`config.mk`:
```
export PLATFORM = sky130hd
export DESIGN_NAME = svc_lamp_ctrl
export DESIGN_NICKNAME = d
export VERILOG_FILES = /design/src/hw/svc_lamp_pkg.sv /design/src/hw/byte_buf2.sv /design/src/hw/svc_lamp_ctrl.sv
export VERILOG_INCLUDE_DIRS = /design/src /design/src/hw
export SDC_FILE = /design/constraint.sdc
export NUM_CORES = 1
export LEC_CHECK = 0
export BUFFER_PORTS_ARGS = -buffer_cell sky130_fd_sc_hd__buf_2
export CAP_MARGIN = 20
export CORE_ASPECT_RATIO = 0.75
export CORE_UTILIZATION = 35
export DETAILED_ROUTE_END_ITERATION = 8
export GPL_TIMING_DRIVEN = 1
export PLACE_DENSITY = 0.61
export SYNTH_ARGS = -nofsm -noshare
export SYNTH_HDL_FRONTEND = slang
export SYNTH_SLANG_ARGS = --single-unit
```
`constraint.sdc`:
```
create_clock -name mclk -period 5.3 [get_ports mclk]
set_input_delay 1.06 -clock mclk [delete_from_list [all_inputs] [get_ports mclk]]
set_output_delay 1.06 -clock mclk [all_outputs]
set_load 0.03 [all_outputs]
```
`src/hw/svc_lamp_map.svh`:
```
// Purpose: Constants for the service port and status lamp block
// Assumes: 250 MHz mclk
// Notes: Times kept in their own units, cycle counts derived from them
`ifndef SVC_LAMP_MAP_SVH
`define SVC_LAMP_MAP_SVH
`define CLK_HZ 250000000
`define BAUD_RATE 9600
`define BIT_CYCLES (`CLK_HZ / `BAUD_RATE)
`define LAMP_TEST_MS 500
`define LAMP_TEST_CYC ((`CLK_HZ / 1000) * `LAMP_TEST_MS)
`define GOOD_READ_MS 500
`define GOOD_READ_CYC ((`CLK_HZ / 1000) * `GOOD_READ_MS)
`define WARM_MIN_MS 200
`define WARM_MIN_CYC ((`CLK_HZ / 1000) * `WARM_MIN_MS)
`define COLD_MS 4000
`define COLD_CYC ((`CLK_HZ / 1000) * `COLD_MS)
`define BLINK_MS 250
`define BLINK_CYC ((`CLK_HZ / 1000) * `BLINK_MS)
`define CHR_STX 8'h02
`define CHR_CR 8'h0D
`define CHR_LF 8'h0A
`define LEARN_MAX 4'h8
`define MODE_SERVICE 1'b1
`endif

```
`src/hw/svc_lamp_pkg.sv`:
```
// Purpose: Types shared by the service port and lamp block
// Assumes: Nothing beyond the map header
// Notes: Types only; numbers live in the map header
package svc_lamp_pkg;
    typedef struct packed {
        logic ready;
        logic fault;
        logic laser;
        logic good_read;
    } lamps_t;

    typedef struct packed {
        logic [7:0] code_type;
        logic [7:0] char_count;
        logic [3:0] label_count;
        logic trig_idle;
    } learn_set_t;

    typedef enum logic [1:0] {
        RX_HUNT = 2'b00,
        RX_BODY = 2'b01,
        RX_GOTCR = 2'b11
    } frame_st_t;

    typedef enum logic [1:0] {
        BTN_IDLE = 2'b00,
        BTN_PRESS = 2'b01,
        BTN_COLD = 2'b11
    } btn_st_t;
endpackage

```
`src/hw/byte_buf2.sv`:
```
// Purpose: Two-entry byte buffer with valid and ready on both sides
// Assumes: Single clock
// Notes: Stalls upstream when both entries are held
`timescale 1ns/1ps
`include "svc_lamp_map.svh"
module byte_buf2
    import svc_lamp_pkg::*;
#(
    parameter int WIDTH = 8
) (
    input wire logic mclk, // Clock
    input wire logic nrst, // Async reset, active low
    input wire logic in_valid, // Word offered
    output logic in_ready, // Room for a word
    input wire logic [WIDTH-1:0] in_data, // Word in
    output logic out_valid, // Word available
    input wire logic out_ready, // Drain accepts
    output logic [WIDTH-1:0] out_data // Word out, registered
);
    typedef struct packed {
        logic [1:0][WIDTH-1:0] mem;
        logic [1:0] cnt;
    } buf_st_t;

    buf_st_t st_ff;
    buf_st_t nxt_st;
    logic push;
    logic pop;

    assign in_ready = (st_ff.cnt != 2'h2);
    assign out_valid = (st_ff.cnt != 2'h0);
    assign out_data = st_ff.mem[0];
    assign push = in_valid && in_ready;
    assign pop = out_valid && out_ready;

    // Entry 0 is always the head; pop shifts entry 1 down
    always_comb begin
        nxt_st = st_ff;
        if (pop) begin
            nxt_st.mem[0] = st_ff.mem[1];
        end
        if (push) begin
            if (pop) begin
                nxt_st.mem[st_ff.cnt - 2'h1] = in_data;
            end else begin
                nxt_st.mem[st_ff.cnt[0]] = in_data;
            end
        end
        nxt_st.cnt = st_ff.cnt + {1'b0, push} - {1'b0, pop};
    end

    always_ff @(posedge mclk or negedge nrst) begin
        if (!nrst) begin
            st_ff <= '0;
        end else begin
            st_ff <= nxt_st;
        end
    end
endmodule

```
`src/hw/svc_lamp_ctrl.sv`:
```
// Purpose: Service port, learning mode control and status lamps
// Assumes: All inputs synchronous to mclk; UART lines idle high
// Notes: Behaviour
// Behaviour
// - Service switch cuts host, enables service port
// - Service port 9600 8N1 fixed
// - Frames are STX, payload, CR LF
// - Only TX/RX lines, no flow control
// - Operation mode: monitor scanner or host data
// - DIP switch two on/off enters and leaves learning mode
// - Learn on/off commands from either port
// - Ready and fault alternate while learning
// - Report code type, count, characters per label
// - Learn label count, capped at eight
// - Learn code type and character count
// - Trigger level while learning becomes idle level
// - Leaving learning stores and activates parameters
// - All lamps lit half second after power
// - Cold start holds all lamps until release
// - Link loss blinks all lamps together
// - Ready blinks in self test, then steady
// - Fault lamp for hardware error after self test, or serious error
// - Laser lamp follows laser operation
// - Laser lamp blinks on quality warning
// - Good read lamp half second per decode
// - Short press warm start, long press cold
// - Quality monitor warns below set share
`timescale 1ns/1ps
`include "svc_lamp_map.svh"
module svc_lamp_ctrl
    import svc_lamp_pkg::*;
#(
    parameter int BIT_CYC = `BIT_CYCLES,
    parameter int LAMP_TEST_CYC = `LAMP_TEST_CYC,
    parameter int GOOD_READ_CYC = `GOOD_READ_CYC,
    parameter int WARM_MIN_CYC = `WARM_MIN_CYC,
    parameter int COLD_CYC = `COLD_CYC,
    parameter int BLINK_CYC = `BLINK_CYC
) (
    input wire logic mclk, // 250 MHz clock
    input wire logic nrst, // Async reset, active low
    input wire logic mode_switch, // 1 service, 0 operation
    input wire logic monitor_sel_host, // Jumper: 1 host, 0 scanner
    input wire logic learn_dip, // DIP switch two
    input wire logic svc_rxd, // Service serial receive
    output logic svc_txd, // Service serial transmit
    input wire logic host_rx_line, // Host receive line, for monitor
    input wire logic scan_tx_line, // Scanner transmit line, for monitor
    output logic host_link_en, // Host link connected
    input wire logic host_learn_on, // Host learn-on pulse
    input wire logic host_learn_off, // Host learn-off pulse
    input wire logic tx_valid, // Payload byte offered
    output logic tx_ready, // Payload byte taken
    input wire logic [7:0] tx_data, // Payload byte
    input wire logic tx_end, // Last byte of frame
    output logic [7:0] rx_data, // Received payload byte
    output logic rx_valid, // Pulse per payload byte
    output logic rx_frame_done, // Pulse after CR LF
    input wire logic [7:0] cmd_learn_on, // Learn-on byte
    input wire logic [7:0] cmd_learn_off, // Learn-off byte
    output logic label_learning_mode, // Learning active
    input wire logic decode_ok, // Pulse: successful decode
    input wire learn_set_t decode_info, // Type and length of that decode
    output logic report_req, // Pulse: send learning report
    output learn_set_t learned_set, // Learned parameters
    output logic store_pulse, // Pulse: store and activate
    input wire logic trigger_input, // First switched trigger input
    input wire logic reset_button, // Reset button pressed
    output logic warm_start, // Pulse: warm start
    output logic cold_start, // Pulse: cold start
    input wire logic link_lost, // Scanner link lost
    input wire logic init_done, // Self test finished
    input wire logic hw_error, // Hardware error
    input wire logic sw_error, // Serious software error
    input wire logic laser_active, // Laser running
    input wire logic monitor_en, // Quality monitor enabled
    input wire logic scan_tick, // Pulse per scan
    input wire logic [6:0] min_percent, // Warning threshold percent
    output logic quality_warn, // Quality warning, registered
    output lamps_t lamps // Lamp drives
);
    // ************
    // State
    // ************
    typedef struct packed {
        frame_st_t rx_st;
        logic [15:0] rx_cnt;
        logic [3:0] rx_bit;
        logic [8:0] rx_sh;
        logic rx_busy;
        logic [7:0] rx_byte;
        logic rx_valid;
        logic rx_done;
        logic [15:0] tx_cnt;
        logic [3:0] tx_bit;
        logic [9:0] tx_sh;
        logic tx_busy;
        logic [1:0] tx_tail;
        logic tx_head;
        logic learn;
        logic learn_dip_q;
        learn_set_t set;
        logic [3:0] run;
        logic store;
        logic report;
        logic [27:0] test_cnt;
        logic [27:0] gr_cnt;
        logic [31:0] btn_cnt;
        btn_st_t btn_st;
        logic warm;
        logic cold;
        logic [27:0] blink_cnt;
        logic blink;
        logic [15:0] scans;
        logic [15:0] hits;
        logic warn;
    } st_t;

    st_t st_ff;
    st_t nxt_st;
    logic buf_valid;
    logic buf_ready;
    logic [8:0] buf_data;

    // Frame payload waits here so a busy line never drops a byte
    byte_buf2 #(.WIDTH(9)) u_txbuf (
        .mclk(mclk),
        .nrst(nrst),
        .in_valid(tx_valid),
        .in_ready(tx_ready),
        .in_data({tx_end, tx_data}),
        .out_valid(buf_valid),
        .out_ready(buf_ready),
        .out_data(buf_data)
    );

    function automatic logic [9:0] frame_char(input logic [7:0] b);
        frame_char = {1'b1, b, 1'b0}; // 8N1: stop, data LSB first, start
    endfunction

    wire svc_mode = (mode_switch == `MODE_SERVICE);
    assign buf_ready = svc_mode && !st_ff.tx_busy && st_ff.tx_head && (st_ff.tx_tail == 2'h0);

    always_comb begin
        nxt_st = st_ff;
        nxt_st.rx_valid = 1'b0;
        nxt_st.rx_done = 1'b0;
        nxt_st.store = 1'b0;
        nxt_st.report = 1'b0;
        nxt_st.warm = 1'b0;
        nxt_st.cold = 1'b0;
        // ************
        // Service receiver, 8N1, no handshake lines
        // ************
        if (!svc_mode) begin
            nxt_st.rx_busy = 1'b0;
            nxt_st.rx_st = RX_HUNT;
        end else if (!st_ff.rx_busy) begin
            if (!svc_rxd) begin
                nxt_st.rx_busy = 1'b1;
                nxt_st.rx_cnt = 16'(BIT_CYC / 2);
                nxt_st.rx_bit = 4'h0;
            end
        end else if (st_ff.rx_cnt != 16'h0) begin
            nxt_st.rx_cnt = st_ff.rx_cnt - 16'h1;
        end else begin
            nxt_st.rx_cnt = 16'(BIT_CYC - 1);
            nxt_st.rx_sh = {svc_rxd, st_ff.rx_sh[8:1]};
            nxt_st.rx_bit = st_ff.rx_bit + 4'h1;
            if (st_ff.rx_bit == 4'h9) begin
                nxt_st.rx_busy = 1'b0;
                // Sample 9 is the stop bit; a low stop is a framing error, byte dropped
                if (svc_rxd) begin
                    unique case (st_ff.rx_st)
                        RX_HUNT: if (st_ff.rx_sh[8:1] == `CHR_STX) nxt_st.rx_st = RX_BODY;
                        RX_BODY: begin
                            if (st_ff.rx_sh[8:1] == `CHR_CR) begin
                                nxt_st.rx_st = RX_GOTCR;
                            end else begin
                                nxt_st.rx_byte = st_ff.rx_sh[8:1];
                                nxt_st.rx_valid = 1'b1;
                            end
                        end
                        RX_GOTCR: begin
                            nxt_st.rx_st = RX_HUNT;
                            // CR without LF: frame abandoned
                            nxt_st.rx_done = (st_ff.rx_sh[8:1] == `CHR_LF);
                        end
                    endcase
                end
            end
        end
        // ************
        // Service transmitter: STX, payload, CR LF
        // ************
        if (st_ff.tx_busy) begin
            if (st_ff.tx_cnt != 16'h0) begin
                nxt_st.tx_cnt = st_ff.tx_cnt - 16'h1;
            end else begin
                nxt_st.tx_cnt = 16'(BIT_CYC - 1);
                nxt_st.tx_sh = {1'b1, st_ff.tx_sh[9:1]};
                nxt_st.tx_bit = st_ff.tx_bit + 4'h1;
                if (st_ff.tx_bit == 4'h9) nxt_st.tx_busy = 1'b0;
            end
        end else if (svc_mode) begin
            if (st_ff.tx_tail != 2'h0) begin
                nxt_st.tx_sh = frame_char(st_ff.tx_tail == 2'h2 ? `CHR_CR : `CHR_LF);
                nxt_st.tx_tail = st_ff.tx_tail == 2'h2 ? 2'h1 : 2'h0;
                nxt_st.tx_busy = 1'b1;
            end else if (!st_ff.tx_head && buf_valid) begin
                nxt_st.tx_sh = frame_char(`CHR_STX);
                nxt_st.tx_head = 1'b1;
                nxt_st.tx_busy = 1'b1;
            end else if (buf_valid) begin
                nxt_st.tx_sh = frame_char(buf_data[7:0]);
                nxt_st.tx_busy = 1'b1;
                if (buf_data[8]) begin
                    nxt_st.tx_head = 1'b0;
                    nxt_st.tx_tail = 2'h2;
                end
            end
            nxt_st.tx_cnt = 16'(BIT_CYC - 1);
            nxt_st.tx_bit = 4'h0;
        end
        // ************
        // Label learning
        // ************
        nxt_st.learn_dip_q = learn_dip;
        if ((learn_dip && !st_ff.learn_dip_q) || host_learn_on ||
            (st_ff.rx_valid && st_ff.rx_byte == cmd_learn_on)) begin
            nxt_st.learn = 1'b1;
        end
        if ((!learn_dip && st_ff.learn_dip_q) || host_learn_off ||
            (st_ff.rx_valid && st_ff.rx_byte == cmd_learn_off)) begin
            nxt_st.learn = 1'b0;
        end
        if (!st_ff.learn && nxt_st.learn) begin
            nxt_st.run = 4'h0;
            nxt_st.set.label_count = 4'h0;
        end
        if (st_ff.learn) begin
            nxt_st.set.trig_idle = trigger_input;
            if (decode_ok) begin
                nxt_st.report = 1'b1;
                nxt_st.set.code_type = decode_info.code_type;
                nxt_st.set.char_count = decode_info.char_count;
                if (st_ff.run != `LEARN_MAX) nxt_st.run = st_ff.run + 4'h1;
                if (nxt_st.run > st_ff.set.label_count) nxt_st.set.label_count = nxt_st.run;
            end else if (scan_tick) begin
                nxt_st.run = 4'h0; // Empty scan ends the row
            end
            if (!nxt_st.learn) nxt_st.store = 1'b1;
        end
        // ************
        // Reset button, lamp timers, quality monitor
        // ************
        if (st_ff.test_cnt != 28'h0) nxt_st.test_cnt = st_ff.test_cnt - 28'h1;
        if (decode_ok) begin
            nxt_st.gr_cnt = 28'(GOOD_READ_CYC);
        end else if (st_ff.gr_cnt != 28'h0) begin
            nxt_st.gr_cnt = st_ff.gr_cnt - 28'h1;
        end
        unique case (st_ff.btn_st)
            BTN_IDLE: begin
                nxt_st.btn_cnt = 32'h0;
                if (reset_button) nxt_st.btn_st = BTN_PRESS;
            end
            BTN_PRESS: begin
                nxt_st.btn_cnt = st_ff.btn_cnt + 32'h1;
                if (!reset_button) begin
                    nxt_st.btn_st = BTN_IDLE;
                    nxt_st.warm = (st_ff.btn_cnt >= 32'(WARM_MIN_CYC));
                end else if (st_ff.btn_cnt >= 32'(COLD_CYC)) begin
                    nxt_st.btn_st = BTN_COLD;
                    nxt_st.cold = 1'b1;
                end
            end
            BTN_COLD: if (!reset_button) nxt_st.btn_st = BTN_IDLE;
            default: nxt_st.btn_st = BTN_IDLE;
        endcase
        if (st_ff.blink_cnt == 28'h0) begin
            nxt_st.blink_cnt = 28'(BLINK_CYC - 1);
            nxt_st.blink = !st_ff.blink;
        end else begin
            nxt_st.blink_cnt = st_ff.blink_cnt - 28'h1;
        end
        if (!monitor_en) begin
            nxt_st.scans = 16'h0;
            nxt_st.hits = 16'h0;
            nxt_st.warn = 1'b0;
        end else if (scan_tick) begin
            // Window of 100 scans: hits in it equal the decoded percent
            nxt_st.scans = st_ff.scans + 16'h1;
            nxt_st.hits = st_ff.hits + {15'h0, decode_ok};
            if (st_ff.scans == 16'h63) begin
                nxt_st.warn = (nxt_st.hits < {9'h0, min_percent});
                nxt_st.scans = 16'h0;
                nxt_st.hits = 16'h0;
            end
        end
    end

    always_ff @(posedge mclk or negedge nrst) begin
        if (!nrst) begin
            st_ff <= '0;
            st_ff.tx_sh <= 10'h3FF;
            st_ff.test_cnt <= 28'(LAMP_TEST_CYC);
        end else begin
            st_ff <= nxt_st;
        end
    end

    // ************
    // Outputs
    // ************
    // Operation mode: connector echoes one of the passing lines
    assign svc_txd = svc_mode ? st_ff.tx_sh[0] :
        (monitor_sel_host ? host_rx_line : scan_tx_line);
    assign host_link_en = !svc_mode;
    assign rx_data = st_ff.rx_byte;
    assign rx_valid = st_ff.rx_valid;
    assign rx_frame_done = st_ff.rx_done;
    assign label_learning_mode = st_ff.learn;
    assign report_req = st_ff.report;
    assign learned_set = st_ff.set;
    assign store_pulse = st_ff.store;
    assign warm_start = st_ff.warm;
    assign cold_start = st_ff.cold;
    assign quality_warn = st_ff.warn;

    // Priority: test and cold start, link loss, learning, normal
    always_comb begin
        lamps = '0;
        if (st_ff.test_cnt != 28'h0 || st_ff.btn_st == BTN_COLD) begin
            lamps = '1;
        end else if (link_lost) begin
            lamps = {4{st_ff.blink}};
        end else if (st_ff.learn) begin
            lamps.ready = st_ff.blink;
            lamps.fault = !st_ff.blink;
        end else begin
            lamps.ready = init_done ? 1'b1 : st_ff.blink;
            lamps.fault = (hw_error && init_done) || sw_error;
        end
        if (st_ff.test_cnt == 28'h0 && st_ff.btn_st != BTN_COLD && !link_lost) begin
            lamps.laser = st_ff.warn ? st_ff.blink : laser_active;
            lamps.good_read = (st_ff.gr_cnt != 28'h0);
        end
    end
endmodule

```
==> results.md, run 1 <==
- Vias/cell: 5.20
- Headroom to the max-slew limit: 31.6%
- RSZ-0062 raised after global routing: false
- Final Setup Violations: 0
- Drt pass-1 iters: 6
- Hold Fails Final Rpt: 0
- Max rail drop VDD: 230 uV
- Die Wd: 237 um
- Min cycle time layout: 4100 ps
- Global placer's final weighted congestion: 0.800
- Most frequent cell after synthesis: dfrtp_1
- Total number of vias: 11077
- Core ar.: 40800 um^2
- Dpl cell area: 15400 um^2
- Largest net degree at the start of global routing: 110
- Cell-by-cell trace of the critical path: nor4_1, inv_1, or3_1, mux2i_1, nand3_1, buf_2
- Post-Layout Cell Count: 2130
- Fin area: 16500 um^2
- Post-synthesis adder-cell area fraction: 2.59%
- Number of fill cells: 3975
- Post-CTS Setup Inserts: 0
- Maximum fanout along the worst path: 7
- Clock Tree Root: clkbuf_16
- Gate Count Post-Synth: 1499
- Top_reg_cell synth: dfrtp_1
- DRC Markers: 0
- Vias in the first global route: 10364
- Number of synthesized flops with an enable pin: 0
- Post-synthesis xor/xnor area fraction: 7.48%
- Wirelength per Cell: 14.4 um
- Cts bufs inserted: 31
- Worst skew pair latency: 570 ps
- Post-synth ARST share: 100%
- Grt ovf: 0
- Syn Nets: 1603
- CP peak stage delay: 880 ps
- Simple-gate share of the synthesized area: 22.6%
- WP data arrival: 3040 ps
- # IOs: 118
- Global routing usage on met2: 22.4%
- Worst Skew: 13.3 ps
- Post-Syn Area per Cell: 9.69 um^2
- Top cell type's share of synthesized area: 43.9%
- ANT nets after route: 0
- Fmax: 244 MHz
- Ys Warns: 0
- Row count: 64
- CTS clk-pin slew, worst paths: 60 ps
- First-pass GRT wire length: 52.0 mm
- Cell family with most CP delay: simple AND/OR/NAND/NOR gates
- Die area: 42300 um^2
- Initial DRC count: 617
- Type of the worst min-delay path: reg2reg
- Total track usage: 14.6%
- Layout cells sized above 1: 15.9%
- Register area share after synthesis: 48.1%
- CTS sink count: 278
- Multi-input logic area: 6920 um^2
- Inst Count DP: 2069
- Buffer depth of the longest clock path: 3
- Sequential cell area: 6990 um^2
- Yosys top cell by area: dfrtp_1
- Worst setup EP type: primary output
- Htree depth: 1
- Slew Viols, Final: 0
- Area contributors post-synth: dfrtp_1, nand2_1, dfstp_2
- Post-synthesis mux area share: 4.18%
- Initial antenna violation count: 3
- Least-Margin Pin Slew: 1020 ps
- Post_cts resized: 0
- Final core utilization: 40.3%
- Met3 Use GR: 2.68%
- Setup tns final: 0 ps
- Port Buffer Count: 112
- HPWL after detailed placement: 21.1 mm
- Routed WL: 30.7 mm
- Total Power: 5.13 mW
- MaxCap Viol Count: 0
- # nets final: 1680
- Synthesized area: 14500 um^2
- Outcome: complete, no violations
- Worst path required time: 4240 ps
- Final worst path period share: 77.3%
- Seq cells post-synth: 278
- PD cells: 312 nW/um^2
- Largest family of logic cells by synthesized area: simple AND/OR/NAND/NOR gates
- Synth top cells by count: dfrtp_1, nand2_1, nor2_1
- Area grow syn2layout: 13.3%
- CP Launch Type: flip-flop
- Die height: 178 um
- Initial Util: 35.6%
- Leakage power: 7.30 nW
- WP buf/inv: 2
- GR Util met1: 21.4%
- Hold_buf cts: 0
- Setup CP Type: reg2out
- CTS tree: done
- Slowest CP cell: nor4_1
- Yosys cell types: 80
- Most used routing layer: met2
- Compound-cell area share of the yosys netlist: 10.8%
[sequential cells by signal (all words and copies together) (netlist names)]
signal,cells
rx_valid,1
u_txbuf.st_ff,11
rx_frame_done,1
store_pulse,1
quality_warn,1
st_ff,221
learned_set,21
cold_start,1
label_learning_mode,1
rx_data,8
warm_start,1
report_req,1
u_txbuf.out_data,9
[cell usage in the layout (no fill, tap or decap), types with 16 or more instances in the layout]
cell       netlist  layout
nor2_1         138     137
buf_2            4     111
o21ai_0         65      65
clkbuf_16        0      31
ha_1            30      30
nand2_1        168     168
or4_1           22      22
mux2_2          37      37
inv_1           52      52
or3_1           24      24
nor4_1          33      32
dfstp_2         23      23
mux2i_1         19      19
nor3_1          66      65
a21oi_1         54      54
nand3_1         49      49
o31ai_1         19      19
and3_1          18      18
xnor2_1         55      55
nand2b_1        16      16
xor2_1          69      69
nand4_1         33      33
dfrtp_1        255     255
[worst paths after layout]
check / start / end / slack (ps) / depth (start not counted)
max in group asynchronous: nrst / learned_set[20] / 3600 / 2
hold / removal: st_ff[34] / st_ff[34] / 460 / 1
min in group asynchronous: nrst / st_ff[144] / 540 / 1
setup / recovery: st_ff[123] / lamps[0] / 1200 / 6
setup reg to reg: rx_data[2] / learned_set[3] / 1580 / 11
hold reg to reg: st_ff[34] / st_ff[34] / 460 / 1
[power by group]
| group | switching, mW | internal, mW |
|---|---|---|
| clock network | 0.859 | 1.28 |
| registers | 0.110 | 2.27 |
| logic | 0.367 | 0.241 |
[logic make-up (layout without fill, tap and decap cells)]
kind of cell	after synthesis	in the layout
buffers and inverters	132	233
XOR/XNOR	124	124
other	0	2
flip-flops	278	278
multiplexers	56	56
AO/OA/AOI/OAI	237	237
adder cells (fa/ha/maj)	30	30
AND/OR/NAND/NOR	642	642
[layout make-up]
| type | count | share of cell area (%) |
|---|---|---|
| Sequential cell | 278 | 42.5 |
| Tap cell | 528 | 4.02 |
| Clock buffer | 46 | 5.30 |
| Inverter | 52 | 1.19 |
| Clock inverter | 11 | 0.852 |
| Antenna cell | 2 | 0.0304 |
| Multi-Input combinational cell | 1089 | 42.0 |
| Timing Repair Buffer | 124 | 4.11 |
[metrics by stage]
| stage | hold WS, ps | setup WS [ps] |
|---|---|---|
| after floorplan | 419 | 1740 |
| after global placement | 450 | 840 |
| after detailed placement | 448 | 797 |
| after CTS | 461 | 1190 |
| after global routing | 491 | 935 |
| final | 461 | 1200 |
[layer usage]
metal  part of all wire [%]  vias to the layer above  wire length, um
met1                     50                     5366            15400
met4                    1.7                        0              512
met3                    4.5                       39             1380
li1                       -                     5481                -
met2                     44                      191            13400
met5                      0                        -                0
Power figures use the tool's default switching activity.
==> inputs of run 2 (changes only) <==
Settings changed: PLACE_DENSITY 0.61 to 0.63.
Clock period 5.3 ns to 3.59 ns, I/O delays scaled along.
==> run 2 against run 1 <==
  * Combinational power grew 52%
  * Worst hold slack lost 310 ps
  * Non-clock buffer count grew 14
  * Power grew 49%
  * Sequential share of layout area shrank 0.35 points
  * Via count is essentially flat
  * Final area grew 0.84%
  * Largest power group unchanged
  * First-iteration DRC count shrank 0.32%
  * Clock skew shrank 4.9 ps
==> results.md, run 2 (synthesized netlist as in run 1, its figures left out) <==
- Outcome: complete, no violations
- Antenna diodes: 0
- DP Worst Slack: 319 ps
- Largest net degree at the start of global routing: 88
- MaxCap Viol Count: 0
- Hold_buf cts: 0
- Global placer's final weighted congestion: 0.814
- Number of fill cells: 3977
- CTS clk-pin slew, worst paths: 60 ps
- CTS sink count: 278
- PD cells: 461 nW/um^2
- Fmax: 294 MHz
- Maximum fanout along the worst path: 6
- Grt ovf: 0
- Initial DRC count: 615
- CP Launch Type: flip-flop
- Final Setup Violations: 0
- Drt pass-1 iters: 4
- Multi-input logic area: 6940 um^2
- Wirelength per Cell: 14.8 um
- Total track usage: 15.1%
- # IOs: 118
- Commonest non-fill, non-tap cell in the layout: dfrtp_1
- Layout cells sized above 1: 16.8%
- Post-CTS Setup Inserts: 0
- DRC Markers: 0
- Worst Skew: 8.38 ps
- Initial Util: 35.6%
- First-pass GRT wire length: 53.8 mm
- HPWL after detailed placement: 21.7 mm
- Initial antenna violation count: 0
- Port Buffer Count: 112
- Worst setup EP type: primary output
- Final WS setup: 191 ps
- R2r setup slk: 670 ps
- Largest Register: st_ff
- Total number of vias: 11086
- Setup CP Type: reg2out
- Slew Viols, Final: 0
- Setup tns final: 0 ps
- Cts bufs inserted: 30
- Worst path required time: 2870 ps
- Vias/cell: 5.18
- Max reg flops: 221
- Row count: 64
- Met3 Use GR: 2.23%
- Global routing usage on met2: 23.6%
- Final worst path period share: 94.7%
- Least-Margin Pin Slew: 889 ps
- RSZ-0062 raised after global routing: false
- Die Wd: 237 um
- Area grow syn2layout: 14.3%
- CTS tree: done
- Buffer depth of the longest clock path: 3
- # nets final: 1693
- Headroom to the max-slew limit: 40.2%
- Die area: 42300 um^2
- RR Startpoint: rx_data[3]
- Most used routing layer: met2
- Htree depth: 1
- Vias in the first global route: 10804
- Routed WL: 31.7 mm
- GR Util met1: 21.6%
- R2R depth: 12
- Most frequent cells in the layout: dfrtp_1, nand2_1, nor2_1
- Reg2reg end: learned_set[3]
- Sequential cell area: 6990 um^2
- Final core utilization: 40.6%
- Min cycle time layout: 3400 ps
- Worst skew pair latency: 570 ps
- Clock Tree Root: clkbuf_16
- Core ar.: 40800 um^2
- Hold Fails Final Rpt: 0
- Total Power: 7.65 mW
- Max rail drop VDD: 420 uV
- ANT nets after route: 0
- Type of the worst min-delay path: in2async
- Die height: 178 um
- Leakage power: 7.38 nW
- WP data arrival: 2680 ps
[run 2: cell count changes in the layout (fill, tap and decap cells not counted), sizes merged]
cell,delta
buf,+14
diode,-2
inv,-2
clkinv,+1
[run 2: cell type report]
cell class,count,share of cell area [%]
Inverter,52,1.18
Clock inverter,10,0.814
Timing Repair Buffer,138,4.77
Clock buffer,46,5.32
Sequential cell,278,42.1
Tap cell,528,3.98
Multi-Input combinational cell,1089,41.8
[run 2: power by group]
part,leakage [nW],internal (mW),switching (mW)
Sequential,3.43,3.36,0.166
Clock,0.496,1.90,1.29
Combinational,3.45,0.370,0.557
[run 2: timing repair]
| action | CTS | global route |
|---|---|---|
| endpoints found under the setup margin | 4 | 3 |
| resized for setup | 2 | 2 |
| endpoints found under the hold margin | 0 | 0 |
| pin swaps | 0 | 1 |
[run 2: layer usage]
layer | vias up | share of wire (%)
li1 | 5486 | -
met1 | 5396 | 50
met2 | 158 | 44
met3 | 46 | 3.4
met4 | 0 | 2.6
met5 | - | 0
[run 2: worst max-delay path by stage]
stage	endpoint	depth (start not counted)	slack (ps)	from
6_report	lamps[0]	5	190	st_ff[139]
5_1_grt	lamps[0]	8	7	st_ff[98]
4_1_cts	lamps[0]	5	50	st_ff[130]
3_5_place_dp	learned_set[3]	13	320	cmd_learn_off[2]
3_3_place_gp	learned_set[1]	13	330	cmd_learn_off[2]
2_1_floorplan	learned_set[1]	11	370	cmd_learn_off[2]
[run 2: per-stage QoR]
| step | area (um^2) | hold slack [ps] | instances |
|---|---|---|---|
| floorplan | 14500 | 419 | 1499 |
| global placement | 15500 | 444 | 2085 |
| detailed placement | 15500 | 451 | 2085 |
| CTS | 16600 | 166 | 2141 |
| global route | 16600 | 193 | 2141 |
| finish | 16600 | 148 | 2141 |
[run 2: critical path: stages (launching register included)]
cell and delay (ps):
dfrtp_1 410, or3_4 420, or4_4 490, nor4_4 450, nand3_1 140, buf_2 210
==> inputs of run 3 (changes only) <==
Settings changed: CORE_UTILIZATION 35 to 51, PLACE_DENSITY 0.63 to 0.82.
==> run 3 against run 2 <==
  * Final cell count fell by 6.8%
  * Worst hold slack got worse by 42 ps
  * Register-to-register slack worse by 80 ps
==> results.md, run 3 (synthesized netlist as in run 1, its figures left out) <==
- Most frequent cells in the layout: dfrtp_1, nand2_1, nor2_1
- Die height: 148 um
- Global placer's final weighted congestion: 0.832
- Vias in the first global route: 10769
- Worst Skew: 24.0 ps
- Core ar.: 28000 um^2
- Number of fill cells: 2341
- Worst setup EP type: primary output
- ANT nets after route: 0
- Outcome: complete, no violations
- Final worst path period share: 95.8%
- Antenna diodes: 0
- PD cells: 457 nW/um^2
- CP Launch Type: flip-flop
- Hold_buf cts: 0
- Initial DRC count: 787
- DRC Markers: 0
- Final WS setup: 152 ps
- Total number of vias: 11290
- Setup tns final: 0 ps
- Hold Fails Final Rpt: 0
- Maximum fanout along the worst path: 10
- Buffer depth of the longest clock path: 3
- Sequential cell area: 6990 um^2
- HPWL after detailed placement: 21.1 mm
- # IOs: 118
- Cts bufs inserted: 29
- Leakage power: 7.37 nW
- Htree depth: 1
- Layout cells sized above 1: 16.8%
- Headroom to the max-slew limit: 36.4%
- Grt ovf: 0
- Row count: 53
- Multi-input logic area: 6930 um^2
- Max rail drop VDD: 390 uV
- WP data arrival: 2720 ps
- Drt pass-1 iters: 5
- Port Buffer Count: 112
- Slew Viols, Final: 0
- Die area: 29200 um^2
- Final core utilization: 58.5%
- Worst path required time: 2870 ps
- # nets final: 1692
- Die Wd: 197 um
- Area grow syn2layout: 12.8%
- CTS sink count: 278
- CTS tree: done
- Initial antenna violation count: 1
- Fmax: 291 MHz
- Crit path from: st_ff[139]
- Clock Tree Root: clkbuf_16
- Total track usage: 21.3%
- Routed WL: 30.5 mm
- Worst skew pair latency: 560 ps
- Largest net degree at the start of global routing: 63
- Initial Util: 51.9%
- Max reg flops: 221
- DP Worst Slack: 212 ps
- Post-CTS Setup Inserts: 0
- First-pass GRT wire length: 52.1 mm
- Setup CP Type: reg2out
- CTS clk-pin slew, worst paths: 60 ps
- Vias/cell: 5.66
- RR Startpoint: rx_data[2]
- Largest Register: st_ff
- Wirelength per Cell: 15.3 um
- Least-Margin Pin Slew: 945 ps
- Final Setup Violations: 0
- Commonest non-fill, non-tap cell in the layout: dfrtp_1
- Type of the worst min-delay path: in2async
- MaxCap Viol Count: 0
- Min cycle time layout: 3440 ps
- Worst-case hold slack: 106 ps
[run 3: metrics by stage]
step	area [um^2]	std cells	power, mW
2_1_floorplan	14500	1499	4.22
3_3_place_gp	15400	1941	4.44
3_5_place_dp	15400	1941	4.50
4_1_cts	16400	1995	7.56
5_1_grt	16400	1996	7.84
6_report	16400	1996	7.49
[run 3: critical path, cell delays in order, from the launching register on]
cell and delay (ps):
dfrtp_1 410, or3_4 430, or4_4 490, nor4_4 360, buf_6 200, nand3_1 80, buf_2 190
[run 3: cell type report]
type | count | area share (%)
timing repair buffer | 138 | 4.93
inverter | 52 | 1.19
clock buffer | 40 | 5.05
multi-input combinational | 1089 | 42.3
clock inverter | 14 | 0.917
tap | 385 | 2.94
sequential | 278 | 42.7
[run 3: final timing paths]
check / to / depth (start not counted) / slack [ps]
max: lamps[2] / 6 / 150
min: st_ff[141] / 1 / 110
max reg2reg: learned_set[3] / 12 / 590
min reg2reg: st_ff[34] / 1 / 460
max in group asynchronous: rx_data[0] / 2 / 2710
min in group mclk: st_ff[181] / 1 / 290
[run 3: power breakdown]
part / internal (mW) / switching, mW
combinational: 0.369 / 0.559
sequential: 3.36 / 0.163
clock: 1.82 / 1.22
total: 5.54 / 1.95
[run 3: timing repair]
action                     in CTS  in global routing
resized for setup               1                  2
pin swaps                       0                  1
setup endpoints to repair       1                  4
[run 3: routing by layer]
metal	vias up	GRT usage [%]	share of wire [%]
met4	0	4.53	1.7
met1	5471	31.3	48
met2	261	34.0	46
met3	44	2.79	4.0
met5	-	0	0
li1	5514	-	-
